## config.mk

```make
export PLATFORM = sky130hd
export DESIGN_NAME = vbs_top
export DESIGN_NICKNAME = d
export VERILOG_FILES = /design/src/vbs_pkg.sv /design/src/vbs_tim_if.sv /design/src/vbs_compare.sv /design/src/vbs_top.sv
export SDC_FILE = /design/constraint.sdc
export NUM_CORES = 1
export LEC_CHECK = 0
export BUFFER_PORTS_ARGS = -buffer_cell sky130_fd_sc_hd__buf_2
export CORE_UTILIZATION = 45
export DETAILED_ROUTE_END_ITERATION = 10
export GPL_TIMING_DRIVEN = 1
export PLACE_DENSITY = 0.67
export SYNTH_ARGS = -nofsm -noshare
export SYNTH_HDL_FRONTEND = slang
export SYNTH_SLANG_ARGS = --single-unit
export TNS_END_PERCENT = 100
```

## constraint.sdc

```tcl
create_clock -name clk -period 4.6 [get_ports clk]
set_input_delay 0.92 -clock clk [delete_from_list [all_inputs] [get_ports clk]]
set_output_delay 0.92 -clock clk [all_outputs]
set_load 0.02 [all_outputs]
```

## src/vbs_pkg.sv

```systemverilog
// Constants for the vertical blank and sync timing block.
// Assumes a one-clock system in which the line counter and register strobes share clk.
// How it works
// - Blanking starts when the line count equals an 11-bit value from the start register and two overflow registers.
// - Blanking ends at the first line after the start line whose low eight bits match the blank end register.
// - Sync starts when the line count equals an 11-bit value from the retrace start register and two overflow registers.
// - The sync output polarity follows bit 7 of the general output register.
// - Sync end is the four-bit field in bits 3:0 of the retrace end register, so sync lasts at most 16 lines.
// - Blank end and retrace start are 8-bit read/write registers, retrace end keeps only its low four bits, all reset to zero.
// - The registers are reached through the indexed data port at 3CF, indices 73, 74 and 75.
// - The extended registers always drive timing; standard-path writes reach them only while the lock bit is clear.
package vbs_pkg;
  localparam logic [15:0] ADDR_INDEX = 16'h03ce;
  localparam logic [15:0] ADDR_DATA = 16'h03cf;
  localparam logic [7:0] IDX_BLANK_START = 8'h72;
  localparam logic [7:0] IDX_BLANK_END = 8'h73;
  localparam logic [7:0] IDX_SYNC_START = 8'h74;
  localparam logic [7:0] IDX_SYNC_END = 8'h75;
  localparam logic [7:0] IDX_OVF_FIRST = 8'h78;
  localparam logic [7:0] IDX_OVF_SECOND = 8'h79;
  localparam logic [7:0] IDX_LOCK = 8'h83;
  // Standard-path indices of the shadowed timing registers
  localparam logic [7:0] STD_OVERFLOW = 8'h07;
  localparam logic [7:0] STD_SYNC_START = 8'h10;
  localparam logic [7:0] STD_SYNC_END = 8'h11;
  localparam logic [7:0] STD_BLANK_START = 8'h15;
  localparam logic [7:0] STD_BLANK_END = 8'h16;
  // Field positions
  localparam int OVF1_BLANK_B8 = 3;
  localparam int OVF1_SYNC_B8 = 2;
  localparam int OVF1_SYNC_B9 = 7;
  localparam int OVF2_BLANK_B9 = 2;
  localparam int OVF2_BLANK_B10 = 3;
  localparam int OVF2_SYNC_B10 = 4;
  localparam int LOCK_BIT = 0;
  localparam logic [7:0] SYNC_END_MASK = 8'h0f;
  localparam logic [7:0] OVF2_MASK = 8'h1f;
  localparam logic [7:0] LOCK_MASK = 8'h01;
  localparam logic [7:0] REG_RESET = 8'h00;
  localparam logic [15:0] INDEX_RESET = 16'h0000;
  localparam int LINE_W = 11;
endpackage

```

## src/vbs_tim_if.sv

```systemverilog
// Carrier between the register side and the line comparator.
// Assumes both ends sit on the same clock.
`timescale 1ns/100ps
interface vbs_tim_if;
  import vbs_pkg::*;
  logic line_tick;
  logic [LINE_W-1:0] line_count;
  logic [LINE_W-1:0] blank_start;
  logic [7:0] blank_end;
  logic [LINE_W-1:0] sync_start;
  logic [3:0] sync_end;
  logic blank_active;
  logic sync_active;
  modport ctl (output line_tick, line_count, blank_start, blank_end, sync_start, sync_end,
    input blank_active, sync_active);
  modport cmp (input line_tick, line_count, blank_start, blank_end, sync_start, sync_end,
    output blank_active, sync_active);
endinterface

```

## src/vbs_compare.sv

```systemverilog
// Line comparator: raises and drops blanking and sync on each scanline tick.
// Assumes line_tick marks a new value of line_count, both from clk-domain logic.
`timescale 1ns/100ps
module vbs_compare (
  input wire logic clk,
  input wire logic rst_n,
  vbs_tim_if.cmp tim
);
  import vbs_pkg::*;

  wire blank_hit = tim.line_count == tim.blank_start;
  wire blank_stop = tim.line_count[7:0] == tim.blank_end;
  wire sync_hit = tim.line_count == tim.sync_start;
  wire sync_stop = tim.line_count[3:0] == tim.sync_end;
  // Start wins over end on the same line, so a zero-width setting gives 256 lines of blanking and 16 of sync
  wire next_blank = blank_hit ? 1'b1 : (blank_stop ? 1'b0 : tim.blank_active);
  wire next_sync = sync_hit ? 1'b1 : (sync_stop ? 1'b0 : tim.sync_active);

  always_ff @(posedge clk) begin
    if (!rst_n) begin
      tim.blank_active <= 1'b0;
      tim.sync_active <= 1'b0;
    end else if (tim.line_tick) begin
      tim.blank_active <= next_blank;
      tim.sync_active <= next_sync;
    end
  end

  // ----------------------------------------
  // Checks
  // ----------------------------------------
  blank_start_a: assert property (@(posedge clk) disable iff (!rst_n)
    tim.line_tick && blank_hit |=> tim.blank_active)
    else $error("blanking did not start at blank start line");
  blank_end_a: assert property (@(posedge clk) disable iff (!rst_n)
    tim.line_tick && !blank_hit && blank_stop |=> !tim.blank_active)
    else $error("blanking did not end at blank end match");
  sync_start_a: assert property (@(posedge clk) disable iff (!rst_n)
    tim.line_tick && sync_hit |=> tim.sync_active)
    else $error("sync did not start at retrace start line");
  sync_end_a: assert property (@(posedge clk) disable iff (!rst_n)
    tim.line_tick && tim.sync_active && !sync_hit && sync_stop |=> !tim.sync_active)
    else $error("sync did not end at retrace end match");
  idle_hold_a: assert property (@(posedge clk) disable iff (!rst_n)
    !tim.line_tick |=> $stable(tim.sync_active) && $stable(tim.blank_active))
    else $error("timing state changed without a line tick");
  blank_seen_c: cover property (@(posedge clk) disable iff (!rst_n)
    $rose(tim.blank_active) ##[1:1000] $fell(tim.blank_active));
  sync_seen_c: cover property (@(posedge clk) disable iff (!rst_n)
    $rose(tim.sync_active) ##[1:1000] $fell(tim.sync_active));
endmodule // vbs_compare

```

## src/vbs_top.sv

```systemverilog
// Vertical blank and sync timing with its extended register set.
// Assumes one-cycle io_wr/io_rd strobes and line_tick from same-clock logic.
`timescale 1ns/100ps
module vbs_top (
  input wire logic clk,
  input wire logic rst_n,
  input wire logic [15:0] io_addr,
  input wire logic io_wr,
  input wire logic io_rd,
  input wire logic [7:0] io_wdata,
  output logic [7:0] io_rdata,
  input wire logic std_wr,
  input wire logic [7:0] std_index,
  input wire logic [7:0] std_wdata,
  input wire logic misc_vsync_pol,
  input wire logic line_tick,
  input wire logic [vbs_pkg::LINE_W-1:0] line_count,
  output logic vblank_out,
  output logic vsync_out
);
  import vbs_pkg::*;

  // ----------------------------------------
  // Registers
  // ----------------------------------------
  logic [7:0] index_reg;
  logic [7:0] vert_blank_start_low;
  logic [7:0] vert_blank_end_value;
  logic [7:0] vert_sync_start_low;
  logic [7:0] vert_sync_end_value;
  logic [7:0] vert_overflow_first;
  logic [7:0] vert_overflow_second;
  logic [7:0] timing_set_lock_reg;

  wire index_wr = io_wr && io_addr == ADDR_INDEX;
  wire data_wr = io_wr && io_addr == ADDR_DATA;
  wire data_rd = io_rd && io_addr == ADDR_DATA;
  wire index_rd = io_rd && io_addr == ADDR_INDEX;
  // Standard path is shut off while the lock bit is set
  wire std_open = std_wr && !timing_set_lock_reg[LOCK_BIT];

  // Extension writes take priority over a same-cycle standard write
  wire wr_bs = data_wr && index_reg == IDX_BLANK_START;
  wire wr_be = data_wr && index_reg == IDX_BLANK_END;
  wire wr_ss = data_wr && index_reg == IDX_SYNC_START;
  wire wr_se = data_wr && index_reg == IDX_SYNC_END;
  wire wr_o1 = data_wr && index_reg == IDX_OVF_FIRST;
  wire wr_o2 = data_wr && index_reg == IDX_OVF_SECOND;
  wire wr_lk = data_wr && index_reg == IDX_LOCK;
  wire sw_bs = std_open && std_index == STD_BLANK_START;
  wire sw_be = std_open && std_index == STD_BLANK_END;
  wire sw_ss = std_open && std_index == STD_SYNC_START;
  wire sw_se = std_open && std_index == STD_SYNC_END;
  wire sw_o1 = std_open && std_index == STD_OVERFLOW;

  wire [7:0] next_bs = wr_bs ? io_wdata : (sw_bs ? std_wdata : vert_blank_start_low);
  wire [7:0] next_be = wr_be ? io_wdata : (sw_be ? std_wdata : vert_blank_end_value);
  wire [7:0] next_ss = wr_ss ? io_wdata : (sw_ss ? std_wdata : vert_sync_start_low);
  wire [7:0] next_se = wr_se ? (io_wdata & SYNC_END_MASK)
    : (sw_se ? (std_wdata & SYNC_END_MASK) : vert_sync_end_value);
  wire [7:0] next_o1 = wr_o1 ? io_wdata : (sw_o1 ? std_wdata : vert_overflow_first);
  wire [7:0] next_o2 = wr_o2 ? (io_wdata & OVF2_MASK) : vert_overflow_second;
  wire [7:0] next_lk = wr_lk ? (io_wdata & LOCK_MASK) : timing_set_lock_reg;

  always_ff @(posedge clk) begin
    if (!rst_n) begin
      index_reg <= REG_RESET;
      vert_blank_start_low <= REG_RESET;
      vert_blank_end_value <= REG_RESET;
      vert_sync_start_low <= REG_RESET;
      vert_sync_end_value <= REG_RESET;
      vert_overflow_first <= REG_RESET;
      vert_overflow_second <= REG_RESET;
      timing_set_lock_reg <= REG_RESET;
    end else begin
      if (index_wr) begin
        index_reg <= io_wdata;
      end
      vert_blank_start_low <= next_bs;
      vert_blank_end_value <= next_be;
      vert_sync_start_low <= next_ss;
      vert_sync_end_value <= next_se;
      vert_overflow_first <= next_o1;
      vert_overflow_second <= next_o2;
      timing_set_lock_reg <= next_lk;
    end
  end

  // ----------------------------------------
  // Read port
  // ----------------------------------------
  // Unmapped indices read as zero rather than echoing a stale register
  wire sel_bs = index_reg == IDX_BLANK_START;
  wire sel_be = index_reg == IDX_BLANK_END;
  wire sel_ss = index_reg == IDX_SYNC_START;
  wire sel_se = index_reg == IDX_SYNC_END;
  wire sel_o1 = index_reg == IDX_OVF_FIRST;
  wire sel_o2 = index_reg == IDX_OVF_SECOND;
  wire sel_lk = index_reg == IDX_LOCK;
  wire [7:0] rd_sel = sel_bs ? vert_blank_start_low
    : sel_be ? vert_blank_end_value
    : sel_ss ? vert_sync_start_low
    : sel_se ? vert_sync_end_value
    : sel_o1 ? vert_overflow_first
    : sel_o2 ? vert_overflow_second
    : sel_lk ? timing_set_lock_reg
    : REG_RESET;
  wire [7:0] next_rdata = index_rd ? index_reg : (data_rd ? rd_sel : io_rdata);

  always_ff @(posedge clk) begin
    if (!rst_n) begin
      io_rdata <= REG_RESET;
    end else begin
      io_rdata <= next_rdata;
    end
  end

  // ----------------------------------------
  // Timing
  // ----------------------------------------
  vbs_tim_if tim ();
  assign tim.line_tick = line_tick;
  assign tim.line_count = line_count;
  assign tim.blank_start = {vert_overflow_second[OVF2_BLANK_B10],
    vert_overflow_second[OVF2_BLANK_B9], vert_overflow_first[OVF1_BLANK_B8],
    vert_blank_start_low};
  assign tim.blank_end = vert_blank_end_value;
  assign tim.sync_start = {vert_overflow_second[OVF2_SYNC_B10],
    vert_overflow_first[OVF1_SYNC_B9], vert_overflow_first[OVF1_SYNC_B8],
    vert_sync_start_low};
  assign tim.sync_end = vert_sync_end_value[3:0];

  vbs_compare vbs_compare_inst (
    .clk(clk),
    .rst_n(rst_n),
    .tim(tim)
  );

  // Polarity bit set means an active-low sync pulse at the pin
  wire next_vsync = tim.sync_active ^ misc_vsync_pol;

  always_ff @(posedge clk) begin
    if (!rst_n) begin
      vblank_out <= 1'b0;
      vsync_out <= 1'b0;
    end else begin
      vblank_out <= tim.blank_active;
      vsync_out <= next_vsync;
    end
  end

  // ----------------------------------------
  // Checks
  // ----------------------------------------
  sync_polarity_a: assert property (@(posedge clk) disable iff (!rst_n)
    ##1 vsync_out == ($past(tim.sync_active) ^ $past(misc_vsync_pol)))
    else $error("sync output polarity wrong");
  end_field_mask_a: assert property (@(posedge clk) disable iff (!rst_n)
    wr_se |=> vert_sync_end_value == ($past(io_wdata) & SYNC_END_MASK))
    else $error("retrace end register kept upper bits");
  lock_block_a: assert property (@(posedge clk) disable iff (!rst_n)
    std_wr && timing_set_lock_reg[LOCK_BIT] && !data_wr
    |=> $stable(vert_blank_end_value) && $stable(vert_sync_start_low))
    else $error("standard write reached locked registers");
  std_pass_a: assert property (@(posedge clk) disable iff (!rst_n)
    std_wr && !timing_set_lock_reg[LOCK_BIT] && !data_wr && std_index == STD_BLANK_END
    |=> vert_blank_end_value == $past(std_wdata))
    else $error("standard write did not update unlocked register");
  read_back_a: assert property (@(posedge clk) disable iff (!rst_n)
    data_rd && index_reg == IDX_BLANK_END && !data_wr
    |=> io_rdata == $past(vert_blank_end_value))
    else $error("indexed read returned wrong value");

  // ----------------------------------------
  // Register checks
  // ----------------------------------------
  // Reset values are checked without the disable, since reset is the trigger
  reg_reset_a: assert property (@(posedge clk)
    !rst_n
    |=> vert_blank_end_value == REG_RESET && vert_sync_start_low == REG_RESET
      && vert_sync_end_value == REG_RESET)
    else $error("timing registers not cleared by reset");
  index_read_a: assert property (@(posedge clk) disable iff (!rst_n)
    index_rd
    |=> io_rdata == $past(index_reg))
    else $error("index port read returned wrong index");
  rdata_hold_a: assert property (@(posedge clk) disable iff (!rst_n)
    !index_rd && !data_rd
    |=> $stable(io_rdata))
    else $error("read data moved without a decoded read");
  se_upper_a: assert property (@(posedge clk) disable iff (!rst_n)
    (vert_sync_end_value & ~SYNC_END_MASK) == REG_RESET)
    else $error("retrace end register holds upper bits");
  ovf2_mask_a: assert property (@(posedge clk) disable iff (!rst_n)
    wr_o2
    |=> vert_overflow_second == ($past(io_wdata) & OVF2_MASK))
    else $error("second overflow register kept reserved bits");
  lock_mask_a: assert property (@(posedge clk) disable iff (!rst_n)
    wr_lk
    |=> timing_set_lock_reg == ($past(io_wdata) & LOCK_MASK))
    else $error("lock register kept unused bits");
  // The extension path writes even when a standard write lands in the same cycle
  ext_wins_a: assert property (@(posedge clk) disable iff (!rst_n)
    data_wr && index_reg == IDX_SYNC_START
    |=> vert_sync_start_low == $past(io_wdata))
    else $error("extension write lost to the standard path");
  std_end_a: assert property (@(posedge clk) disable iff (!rst_n)
    std_wr && !timing_set_lock_reg[LOCK_BIT] && !data_wr && std_index == STD_SYNC_END
    |=> vert_sync_end_value == ($past(std_wdata) & SYNC_END_MASK))
    else $error("standard write did not reach unlocked retrace end");
  std_ovf_a: assert property (@(posedge clk) disable iff (!rst_n)
    std_wr && !timing_set_lock_reg[LOCK_BIT] && !data_wr && std_index == STD_OVERFLOW
    |=> vert_overflow_first == $past(std_wdata))
    else $error("standard write did not reach unlocked overflow");
  lock_rest_a: assert property (@(posedge clk) disable iff (!rst_n)
    std_wr && timing_set_lock_reg[LOCK_BIT] && !data_wr
    |=> $stable(vert_sync_end_value) && $stable(vert_blank_start_low)
      && $stable(vert_overflow_first))
    else $error("standard write reached other locked registers");
  lock_set_c: cover property (@(posedge clk) disable iff (!rst_n)
    timing_set_lock_reg[LOCK_BIT] && std_wr);
  sync_pin_c: cover property (@(posedge clk) disable iff (!rst_n) $changed(vsync_out));
endmodule // vbs_top

```

==> results of run 1 <==
==> synth_stat cells (all sizes together), types with 6 or more instances <==
library cell | instances | area (um2)
dfxtp | 62 | 1240
o21ai | 49 | 245
a21oi | 42 | 210
mux2i | 41 | 410
nand2 | 36 | 135
xnor2 | 25 | 219
clkbuf | 18 | 67.6
nand3 | 13 | 82.6
nand4 | 12 | 96.3
buf | 10 | 48.8
nand4b | 10 | 109
xor2 | 10 | 87.6
a21boi | 9 | 67.6
nor2b | 9 | 56.3
nor2 | 8 | 30.0
nor4 | 7 | 65.1
nand2b | 6 | 37.5
==> worst max path at each step <==
stage | from | end | slack [ps] | cells past startpoint
floorplan | io_addr[10] | tim.blank_end[5]$_SDFFE_PN0P_ | 1890 | 6
global placement | io_addr[10] | vert_blank_start_low[3]$_SDFFE_PN0P_ | 1510 | 6
detailed placement | io_addr[10] | vert_blank_start_low[3]$_SDFFE_PN0P_ | 1500 | 6
CTS | io_addr[10] | vert_blank_start_low[7]$_SDFFE_PN0P_ | 1840 | 6
global route | io_addr[10] | vert_blank_start_low[0]$_SDFFE_PN0P_ | 1630 | 6
finish | io_addr[10] | vert_blank_start_low[7]$_SDFFE_PN0P_ | 1840 | 6
==> cells by family after synthesis <==
kind of cell    after synthesis  share of synthesized area, %
buf+inv                      30                          3.42
xor+xnor                     35                          8.45
simple gates                121                          20.7
compound gates              131                          21.2
flops                        62                          34.2
mux                          43                          11.9
==> cell type report <==
class                   instances  area share, %
multi-input cells             330           54.3
flip-flops and latches         62           29.8
repair buffers                 72           8.95
clock buffers                  12           3.48
well taps                     102           3.06
clock inverters                 2          0.240
inverters                       2          0.180
==> power by group through the flow <==
stage | clock (W) | sequential (W) | combinational, W
6_report | 0.000407 | 0.000538 | 0.0000949
5_1_grt | 0.000440 | 0.000538 | 0.000104
4_1_cts | 0.000413 | 0.000538 | 0.0000942
3_5_place_dp | 0 | 0.000550 | 0.0000937
3_3_place_gp | 0 | 0.000550 | 0.0000930
2_1_floorplan | 0 | 0.000551 | 0.0000438
==> stage by stage <==
stage | hold slack, ps | area, um2 | instances | power [W]
floorplan | 422 | 3630 | 422 | 0.000594
global placement | 433 | 4010 | 568 | 0.000643
detailed placement | 447 | 4010 | 568 | 0.000644
CTS | 463 | 4170 | 582 | 0.00105
global route | 488 | 4170 | 582 | 0.00108
finish | 457 | 4170 | 582 | 0.00104
==> worst max-delay path, delay by kind of cell <==
family	cells	cell delay (ps)
AND/OR/NAND/NOR	3	1610
buffers and inverters	1	110
AO/OA/AOI/OAI	2	330
==> routing by layer <==
metal  GRT usage, %  part of all wire (%)
met5              0                     0
met4           12.5                   3.2
met3           4.31                   6.7
met2           43.3                    47
met1           34.0                    43
==> reports/metrics.csv, run 1 <==
stage,metric,value,unit
setup_path,crit_chain,buf_2 > or4_4 > nor4_4 > nand3_2 > o21ai_0 > a21oi_1,
pwr,p_clk_share,39.1,%
global_routing,first_global_vias,3265,
timing,timing.final.ws_setup,1840,ps
pwr,p_int,0.000779,W
timing,finalSetupViolCount,0,
pwr,p_sw,0.000261,W
timing,fin_crit,2760,ps
setup_path,cp_slowest_cell,nor4_4,
cells_and_area,fillCellCount,764,
setup_path,slowest_delay,670,ps
cts,insertion_delay,350,ps
cts,cts_hold_buf,0,
yosys,ys_seq_area_share,34.2,%
timing,max_freq,0.362,GHz
place,hpwl,7700,um
yosys,yosysWarnings,0,
cts,path_clk_slew,70,ps
setup_path,reg2regPathDepth,5,
cells_and_area,area.sequential,1240,um2
routing,drc_errors,0,
cts,clock-sinks,62,
yosys,yosys_most_used_dff,dfxtp_1,
timing,period_share,60.0,%
floorplan,chipWidth,91.8,um
setup_path,rrSetupSlack,2040,ps
cells_and_area,syn2layout_area_growth,14.9,%
floorplan,die_area,8420,um2
timing,skew,5.65,ps
pwr,swShare,25.1,%
min_path,hold_class,register to register,
min_path,hp-start,vbs_compare_inst.tim.blank_active$_SDFFE_PN0P_,
setup_path,cp.arrival,2990,ps
pwr,p_comb_share,9.1,%
timing,hold_viol_final,0,
place,gp_congestion,0.894,
timing,fin_tns_setup,0,ps
yosys,ys_ff_latch,62,
cts,cts_resized,0,
floorplan,start_util,46.7,%
cts,h-tree-depth,3,
cts,post_cts_buffers,0,
cells_and_area,nNetsFinal,535,
cells_and_area,fin_util,53.6,%
floorplan,core,7770,um2
routing,drt_first_pass_iters,7,
cts,root_buffer,clkbuf_8,
global_routing,grt_pass1_wl,16800,um
yosys,syn_inst,422,
routing,vias,3400,
routing,antenna_left,0,
pwr,seqPwrFrac,51.7,%
cells_and_area,multi_input_comb_area,2260,um2
cells_and_area,drive_above_1_share,20.0,%
timing,rsz0062_at_grt,no,
setup_path,crit_type,primary input to register,
timing,slew_headroom,24.3,%
floorplan,num_rows,32,
cells_and_area,final_common_cell,buf_2,
pwr,powerDensity,250,nW/um2
yosys,synth_fp_nets,480,
pwr,ir_drop,0.000148,V
setup_path,rr_startpoint,index_reg[1]$_SDFFE_PN0P_,
global_routing,track_usage,26.5,%
routing,wl_per_cell,18.3,um
routing,drtIter0Drc,224,
floorplan,pin_count,68,
min_path,hold_depth,1,
job,drv_cap,0,
yosys,synth_edf_count,0,
setup_path,crit_fanout,16,
setup_path,cp-end-kind,register,
global_routing,antenna_found_initial,0,
yosys,ys_types,56,
setup_path,r2r-end,vert_blank_start_low[7]$_SDFFE_PN0P_,
floorplan,die-height,91.8,um
yosys,synthArstFlopShare,0,%
outcome,outcome,completed,
setup_path,crit_required,4830,ps
place,dp_worst_setup_slack,1500,ps
timing,drv_slew,0,
timing,tightest_slew,1130,ps
cts,cts_max_path_buffers,2,
cts,cts_tree,yes,
setup_path,startpoint_type,primary input,
routing,wirelength,10600,um
yosys,synthesis.area,3630,um2
global_routing,gr-total-overflow,0,
global_routing,grt_max_degree,71,
cells_and_area,final_cell_mix,"buf_2 (67), dfxtp_1 (62), a21oi_1 (42)",
pwr,p_leak,1.72,nW
min_path,worstHoldEndpoint,vblank_out$_SDFF_PN0_,
routing,via_per_inst,5.84,
yosys,syn_avg_cell_area,8.60,um2
place,portBuffers,67,
cts,cts-buffers-inserted,9,
cells_and_area,antenna_cells,0,
No activity file was read; power rests on OpenSTA's default activity.
==> run 2: changes to the inputs <==
PLACE_DENSITY = 0.69   (was 0.67)
clock period = 2.5 ns   (was 4.6 ns; I/O delays follow)
==> run 2 against run 1 <==
Against the previous run: critical path depth is the same; sequential share of layout area shrank 1.3 points; combinational power grew 92%; critical path type is now register to register; non-clock buffer count grew 14; worst setup slack lost 1600 ps; final cell count grew 2.7%; flip-flop and latch count is the same; wire length grew 3.7%; utilization grew 2.4 points; via count grew 3.9%.
==> reports/metrics.csv, run 2 (synthesis gave the netlist of run 1 again) <==
stage,metric,value,unit,change
routing,vias,3532,,"was 3,400"
setup_path,crit_fanout,16,,unchanged
timing,hold_viol_final,0,,unchanged
timing,max_freq,0.451,GHz,
pwr,total_power,0.00222,W,was 0.00104 W
routing,wirelength,11000,um,"was 10,600 um"
setup_path,reg2regPathDepth,6,,was 5
setup_path,setup.worst_path.start,index_reg[4]$_SDFFE_PN0P_,,was io_addr[10]
routing,drc_errors,0,,unchanged
pwr,p_int,0.00170,W,was 0.000779 W
setup_path,cp.arrival,2450,ps,was 2990 ps
global_routing,track_usage,27.2,%,was 26.5%
setup_path,slowest_delay,620,ps,was 670 ps
setup_path,rr_startpoint,index_reg[4]$_SDFFE_PN0P_,,was index_reg[1]$_SDFFE_PN0P_
cts,post_cts_buffers,0,,unchanged
timing,rsz0062_at_grt,no,,unchanged
floorplan,die_area,8420,um2,unchanged
pwr,swShare,23.4,%,was 25.1%
cts,root_buffer,clkbuf_8,,unchanged
timing,tightest_slew,697,ps,was 1130 ps
setup_path,crit_required,2730,ps,was 4830 ps
routing,drtIter0Drc,254,,was 224
routing,antenna_left,0,,unchanged
floorplan,num_rows,32,,unchanged
cells_and_area,nNetsFinal,549,,was 535
timing,timing.final.ws_setup,285,ps,was 1840 ps
pwr,ir_drop,0.000249,V,was 0.000148 V
setup_path,startpoint_type,register,,was primary input
place,hpwl,8110,um,was 7700 um
routing,wl_per_cell,18.5,um,was 18.3 um
place,gp_congestion,0.909,,was 0.894
cts,clock-sinks,62,,unchanged
outcome,outcome,completed,,unchanged
timing,skew,9.49,ps,was 5.65 ps
timing,fin_tns_setup,0,ps,unchanged
timing,slew_headroom,53.5,%,was 24.3%
setup_path,cp-end-kind,register,,unchanged
setup_path,crit_chain,nand4b_2 > nor4_1 > buf_4 > nand3_4 > o21ai_0 > a21oi_1,,was buf_2 > or4_4 > nor4_4 > nand3_2 > o21ai_0 > a21oi_1
cells_and_area,stdcell_area,4350,um2,was 4170 um2
timing,finalSetupViolCount,0,,unchanged
setup_path,crit_end,vert_sync_start_low[1]$_SDFFE_PN0P_,,was vert_blank_start_low[7]$_SDFFE_PN0P_
global_routing,antenna_found_initial,0,,unchanged
cts,cts_hold_buf,0,,unchanged
place,portBuffers,67,,unchanged
cts,path_clk_slew,80,ps,was 70 ps
setup_path,cp_slowest_cell,nor4_1,,was nor4_4
global_routing,grt_max_degree,43,,was 71
cells_and_area,final_common_cell,buf_2,,unchanged
job,drv_cap,0,,unchanged
setup_path,crit_type,register to register,,was primary input to register
timing,period_share,88.6,%,
cts,cts-buffers-inserted,9,,unchanged
global_routing,grt_pass1_wl,17500,um,"was 16,800 um"
cts,cts_resized,0,,unchanged
routing,via_per_inst,5.91,,was 5.84
place,dp_worst_setup_slack,168,ps,was 1500 ps
pwr,p_sw,0.000520,W,was 0.000261 W
pwr,p_comb_share,8.2,%,was 9.1%
floorplan,pin_count,68,,unchanged
pwr,p_clk_share,47.4,%,was 39.1%
floorplan,chipWidth,91.8,um,unchanged
pwr,powerDensity,511,nW/um2,was 250 nW/um2
setup_path,rrSetupSlack,290,ps,was 2040 ps
cts,cts_tree,yes,,unchanged
pwr,p_leak,1.83,nW,was 1.72 nW
floorplan,start_util,46.7,%,unchanged
cells_and_area,syn2layout_area_growth,19.9,%,was 14.9%
cts,cts_max_path_buffers,2,,unchanged
min_path,hold_class,register to register,,unchanged
timing,drv_slew,0,,unchanged
cells_and_area,drive_above_1_share,22.8,%,was 20.0%
global_routing,gr-total-overflow,0,,unchanged
cts,h-tree-depth,3,,unchanged
global_routing,first_global_vias,3392,,"was 3,265"
floorplan,die-height,91.8,um,unchanged
cells_and_area,antenna_cells,0,,unchanged
cells_and_area,final_cell_mix,"buf_2 (67), dfxtp_1 (62), a21oi_1 (42)",,unchanged
routing,drt_first_pass_iters,6,,was 7
cts,insertion_delay,350,ps,about the same
floorplan,core,7770,um2,unchanged
setup_path,r2r-end,vert_sync_start_low[1]$_SDFFE_PN0P_,,was vert_blank_start_low[7]$_SDFFE_PN0P_
timing,fin_crit,2210,ps,
pwr,seqPwrFrac,44.5,%,was 51.7%
place,place_area,4120,um2,was 4010 um2
## run 2: cell types whose count changed in the layout (fill, tap and decap cells not counted)
cell,previous run,this run
buf_4,5,19
bufinv_16,0,2
clkbuf_8,10,12
clkbuf_1,2,1
clkinv_2,2,1
## run 2: critical path, delay by kind of cell (launching register included)
kind                   cells  cell delay, ps
flip-flops                 1             430
AND/OR/NAND/NOR            3            1100
buffers and inverters      1             260
AO/OA/AOI/OAI              2             310
## run 2: worst min path at each step
stage	startpoint	to	slack, ps	cells past startpoint
finish	vbs_compare_inst.tim.blank_active$_SDFFE_PN0P_	vblank_out$_SDFF_PN0_	450	1
global route	io_wdata[5]	index_reg[5]$_SDFFE_PN0P_	470	3
CTS	vbs_compare_inst.tim.blank_active$_SDFFE_PN0P_	vblank_out$_SDFF_PN0_	460	1
detailed placement	vbs_compare_inst.tim.blank_active$_SDFFE_PN0P_	vblank_out$_SDFF_PN0_	440	1
global placement	vbs_compare_inst.tim.blank_active$_SDFFE_PN0P_	vblank_out$_SDFF_PN0_	430	1
floorplan	vbs_compare_inst.tim.blank_active$_SDFFE_PN0P_	vblank_out$_SDFF_PN0_	420	1
## run 2: power by group through the flow
| stage | combinational (W) | sequential, W | clock [W] |
|---|---|---|---|
| 2_1_floorplan | 0.0000805 | 0.00101 | 0 |
| 5_1_grt | 0.000197 | 0.000989 | 0.00109 |
| 4_1_cts | 0.000180 | 0.000990 | 0.00105 |
| 6_report | 0.000182 | 0.000990 | 0.00105 |
| 3_5_place_dp | 0.000179 | 0.00101 | 0 |
| 3_3_place_gp | 0.000175 | 0.00101 | 0 |
## run 2: per-layer routing
metal	global-route usage (%)	up-vias	wire [um]
met2	45.3	145	5210
met3	4.23	18	649
met5	0	-	0
li1	-	1708	-
met1	35.3	1661	4920
met4	10.2	0	255
## run 2: area by class of cell
| cell class | count | area, um2 |
|---|---|---|
| multi-input cells | 330 | 2260 |
| clock buffers | 13 | 169 |
| clock inverters | 3 | 65.1 |
| well taps | 102 | 128 |
| repair buffers | 86 | 478 |
| flip-flops and latches | 62 | 1240 |
| inverters | 2 | 7.51 |
| fillers | 734 | 3420 |
## run 2: stage by stage
| stage | cells | util [%] | hold WS, ps |
|---|---|---|---|
| 2_1_floorplan | 422 | - | 422 |
| 3_3_place_gp | 582 | 53.0 | 435 |
| 3_5_place_dp | 582 | 53.0 | 440 |
| 4_1_cts | 598 | 56.0 | 456 |
| 5_1_grt | 598 | 56.0 | 471 |
| 6_report | 598 | 56.0 | 446 |
==> run 3: changes to the inputs <==
SYNTH_HIERARCHICAL = 1   (was default)
==> run 3 against run 2 <==
Against the previous run: sequential share of layout area decreased by 0.098 points; critical path depth rose by 1; power up 0.86%; fmax down 1.2%; final area grew 0.35%; critical path type is now primary input to register; highest routed layer unchanged.
==> reports/metrics.csv, run 3 <==
stage,metric,value,unit,change
cells_and_area,area.sequential,1240,um2,unchanged
cells_and_area,syn2layout_area_growth,20.0,%,was 19.9%
cts,cts-buffers-inserted,9,,unchanged
job,drv_cap,0,,unchanged
timing,timing.final.ws_setup,259,ps,was 285 ps
setup_path,startpoint_type,primary input,,was register
cts,cts_tree,yes,,unchanged
floorplan,pin_count,68,,unchanged
outcome,outcome,completed,,unchanged
routing,drt_first_pass_iters,5,,was 6
cells_and_area,final_cell_mix,"buf_2 (67), dfxtp_1 (62), a21oi_1 (49)",,"was buf_2 (67), dfxtp_1 (62), a21oi_1 (42)"
routing,antenna_left,0,,unchanged
cells_and_area,antenna_cells,0,,unchanged
cts,cts_resized,0,,unchanged
routing,vias,3673,,"was 3,532"
cts,post_cts_buffers,0,,unchanged
floorplan,die_area,8450,um2,was 8420 um2
timing,skew,8.63,ps,was 9.49 ps
place,portBuffers,67,,unchanged
routing,via_per_inst,6.07,,was 5.91
global_routing,grt_max_degree,29,,was 43
yosys,synth_fp_nets,488,,was 480
yosys,synth_top_area_share,34.1,%,was 34.2%
pwr,powerDensity,514,nW/um2,was 511 nW/um2
cells_and_area,multi_input_comb_area,2290,um2,was 2260 um2
setup_path,crit_fanout,7,,was 16
pwr,ir_drop,0.000389,V,was 0.000249 V
setup_path,crit_type,primary input to register,,was register to register
cts,cts_max_path_buffers,2,,unchanged
yosys,synth.area.top_cells,"dfxtp_1 (34%), mux2i_1 (12%), a21oi_1 (6.7%), xnor2_1 (6.0%), o21ai_0 (5.8%)",,"was dfxtp_1 (34%), mux2i_1 (11%), xnor2_1 (6.0%), a21oi_1 (5.8%), o21ai_0 (5.5%)"
setup_path,reg2regPathDepth,5,,was 6
setup_path,cp.arrival,2510,ps,was 2450 ps
yosys,ys_seq_area_share,34.1,%,was 34.2%
yosys,synth.most_common_cell,dfxtp_1,,unchanged
timing,fin_crit,2240,ps,was 2210 ps
timing,period_share,89.7,%,was 88.6%
cells_and_area,final_common_cell,buf_2,,unchanged
floorplan,chipWidth,91.9,um,was 91.8 um
min_path,hold_class,primary input to register,,was register to register
pwr,p_leak,1.73,nW,was 1.83 nW
timing,finalSetupViolCount,0,,unchanged
floorplan,num_rows,32,,unchanged
global_routing,first_global_vias,3335,,"was 3,392"
yosys,ys_types,53,,was 56
cts,h-tree-depth,3,,unchanged
yosys,synth_edf_count,0,,unchanged
yosys,ys_ff_latch,62,,unchanged
routing,drtIter0Drc,337,,was 254
setup_path,setup.worst_path.start,io_addr[11],,was index_reg[4]$_SDFFE_PN0P_
timing,rsz0062_at_grt,no,,unchanged
place,gp_congestion,0.961,,was 0.909
timing,slew_headroom,54.8,%,was 53.5%
yosys,syn_avg_cell_area,8.46,um2,was 8.60 um2
cts,clock-sinks,62,,unchanged
timing,max_freq,0.446,GHz,was 0.451 GHz
routing,drc_errors,0,,unchanged
timing,hold_viol_final,0,,unchanged
min_path,hp-start,misc_vsync_pol,,was vbs_compare_inst.tim.blank_active$_SDFFE_PN0P_
global_routing,grt_pass1_wl,17900,um,"was 17,500 um"
global_routing,gr-total-overflow,0,,unchanged
global_routing,antenna_found_initial,0,,unchanged
yosys,synthesis.area,3640,um2,was 3630 um2
routing,wirelength,11600,um,"was 11,000 um"
yosys,synth.top_cells.by_count,"dfxtp_1 (62), a21oi_1 (49), mux2i_1 (44)",,"was dfxtp_1 (62), a21oi_1 (42), mux2i_1 (41)"
setup_path,cp-end-kind,register,,unchanged
place,hpwl,8500,um,was 8110 um
routing,wl_per_cell,19.1,um,was 18.5 um
cts,insertion_delay,340,ps,was 350 ps
yosys,yosys_most_used_dff,dfxtp_1,,unchanged
cells_and_area,fin_util,56.2,%,was 56.0%
cells_and_area,drive_above_1_share,21.1,%,was 22.8%
floorplan,core,7770,um2,unchanged
cts,cts_hold_buf,0,,unchanged
timing,drv_slew,0,,unchanged
cts,root_buffer,clkbuf_8,,unchanged
cts,path_clk_slew,70,ps,was 80 ps
cells_and_area,fillCellCount,744,,was 734
yosys,yosysWarnings,6,,was 0
min_path,hold_depth,3,,was 1
floorplan,die-height,91.9,um,was 91.8 um
yosys,syn_inst,430,,was 422
global_routing,track_usage,28.1,%,was 27.2%
yosys,synth_top_area_cell,dfxtp_1,,unchanged
cells_and_area,nNetsFinal,557,,was 549
timing,tightest_slew,677,ps,was 697 ps
setup_path,crit_required,2760,ps,was 2730 ps
yosys,synthArstFlopShare,0,%,unchanged
place,dp_worst_setup_slack,-25.7,ps,was 168 ps
setup_path,rr_startpoint,index_reg[4]$_SDFFE_PN0P_,,unchanged
floorplan,start_util,46.8,%,was 46.7%
==> run 3: cell types whose count changed after synthesis, moves of 5 or more <==
| cell | before | now |
|---|---|---|
| nand2_1 | 36 | 24 |
| nand4b_1 | 8 | 3 |
| buf_2 | 6 | 1 |
| o21ai_1 | 9 | 3 |
| nor2_1 | 8 | 21 |
| a21boi_1 | 8 | 1 |
| a21oi_1 | 42 | 49 |
==> run 3: worst paths after layout <==
kind                                    endpoint  slack, ps
max          vert_sync_start_low[2]$_SDFFE_PN0P_        260
min                         vsync_out$_SDFF_PN0_        450
max reg2reg  vert_overflow_first[1]$_SDFFE_PN0P_        370
min reg2reg             io_rdata[0]$_SDFFE_PN0P_        470
==> run 3: per-stage QoR <==
step           hold slack, ps  total power, W  instances  TNS [ps]  area (um2)
6_report                  454         0.00224        605         0        4370
5_1_grt                   454         0.00231        605         0        4370
4_1_cts                   456         0.00225        605         0        4370
3_5_place_dp              451         0.00119        590     -50.1        4130
3_3_place_gp              446         0.00119        590         0        4130
2_1_floorplan             435         0.00109        430         0        3640
==> run 3: kinds of logic after synthesis <==
family	count (synthesis)	synth area share [%]
AO/OA/AOI/OAI	131	21.2
XOR/XNOR	35	8.43
buffers and inverters	29	3.03
flip-flops	62	34.1
multiplexers	44	12.1
AND/OR/NAND/NOR	129	21.2
==> run 3: critical path, stage by stage <==
cell and delay [ps]:
buf_2 100, or4b_2 650, nor4_1 290, buf_4 170, nand3_1 130, nand3b_1 410, a21oi_1 250
==> run 3: layer usage <==
layer | vias to the layer above | share of wire, % | GRT usage (%)
li1 | 1736 | - | -
met1 | 1749 | 43 | 36.0
met2 | 159 | 47 | 45.9
met3 | 29 | 7.5 | 6.72
met4 | 0 | 2.7 | 9.90
met5 | - | 0 | 0
==> run 3: final cells by class <==
| type | instances | share of cell area, % |
|---|---|---|
| Clock inverter | 4 | 2.18 |
| Inverter | 3 | 0.258 |
| Sequential cell | 62 | 28.4 |
| Tap cell | 102 | 2.92 |
| Timing Repair Buffer | 84 | 10.6 |
| Clock buffer | 11 | 3.24 |
| Multi-Input combinational cell | 339 | 52.4 |
==> run 3: report_power, final <==
group          switching, W  leakage, nW  internal (W)
Clock              0.000389        0.119      0.000683
Sequential      0.000000987        0.499      0.000989
Combinational      0.000110         1.11     0.0000723
Total              0.000500         1.73       0.00174
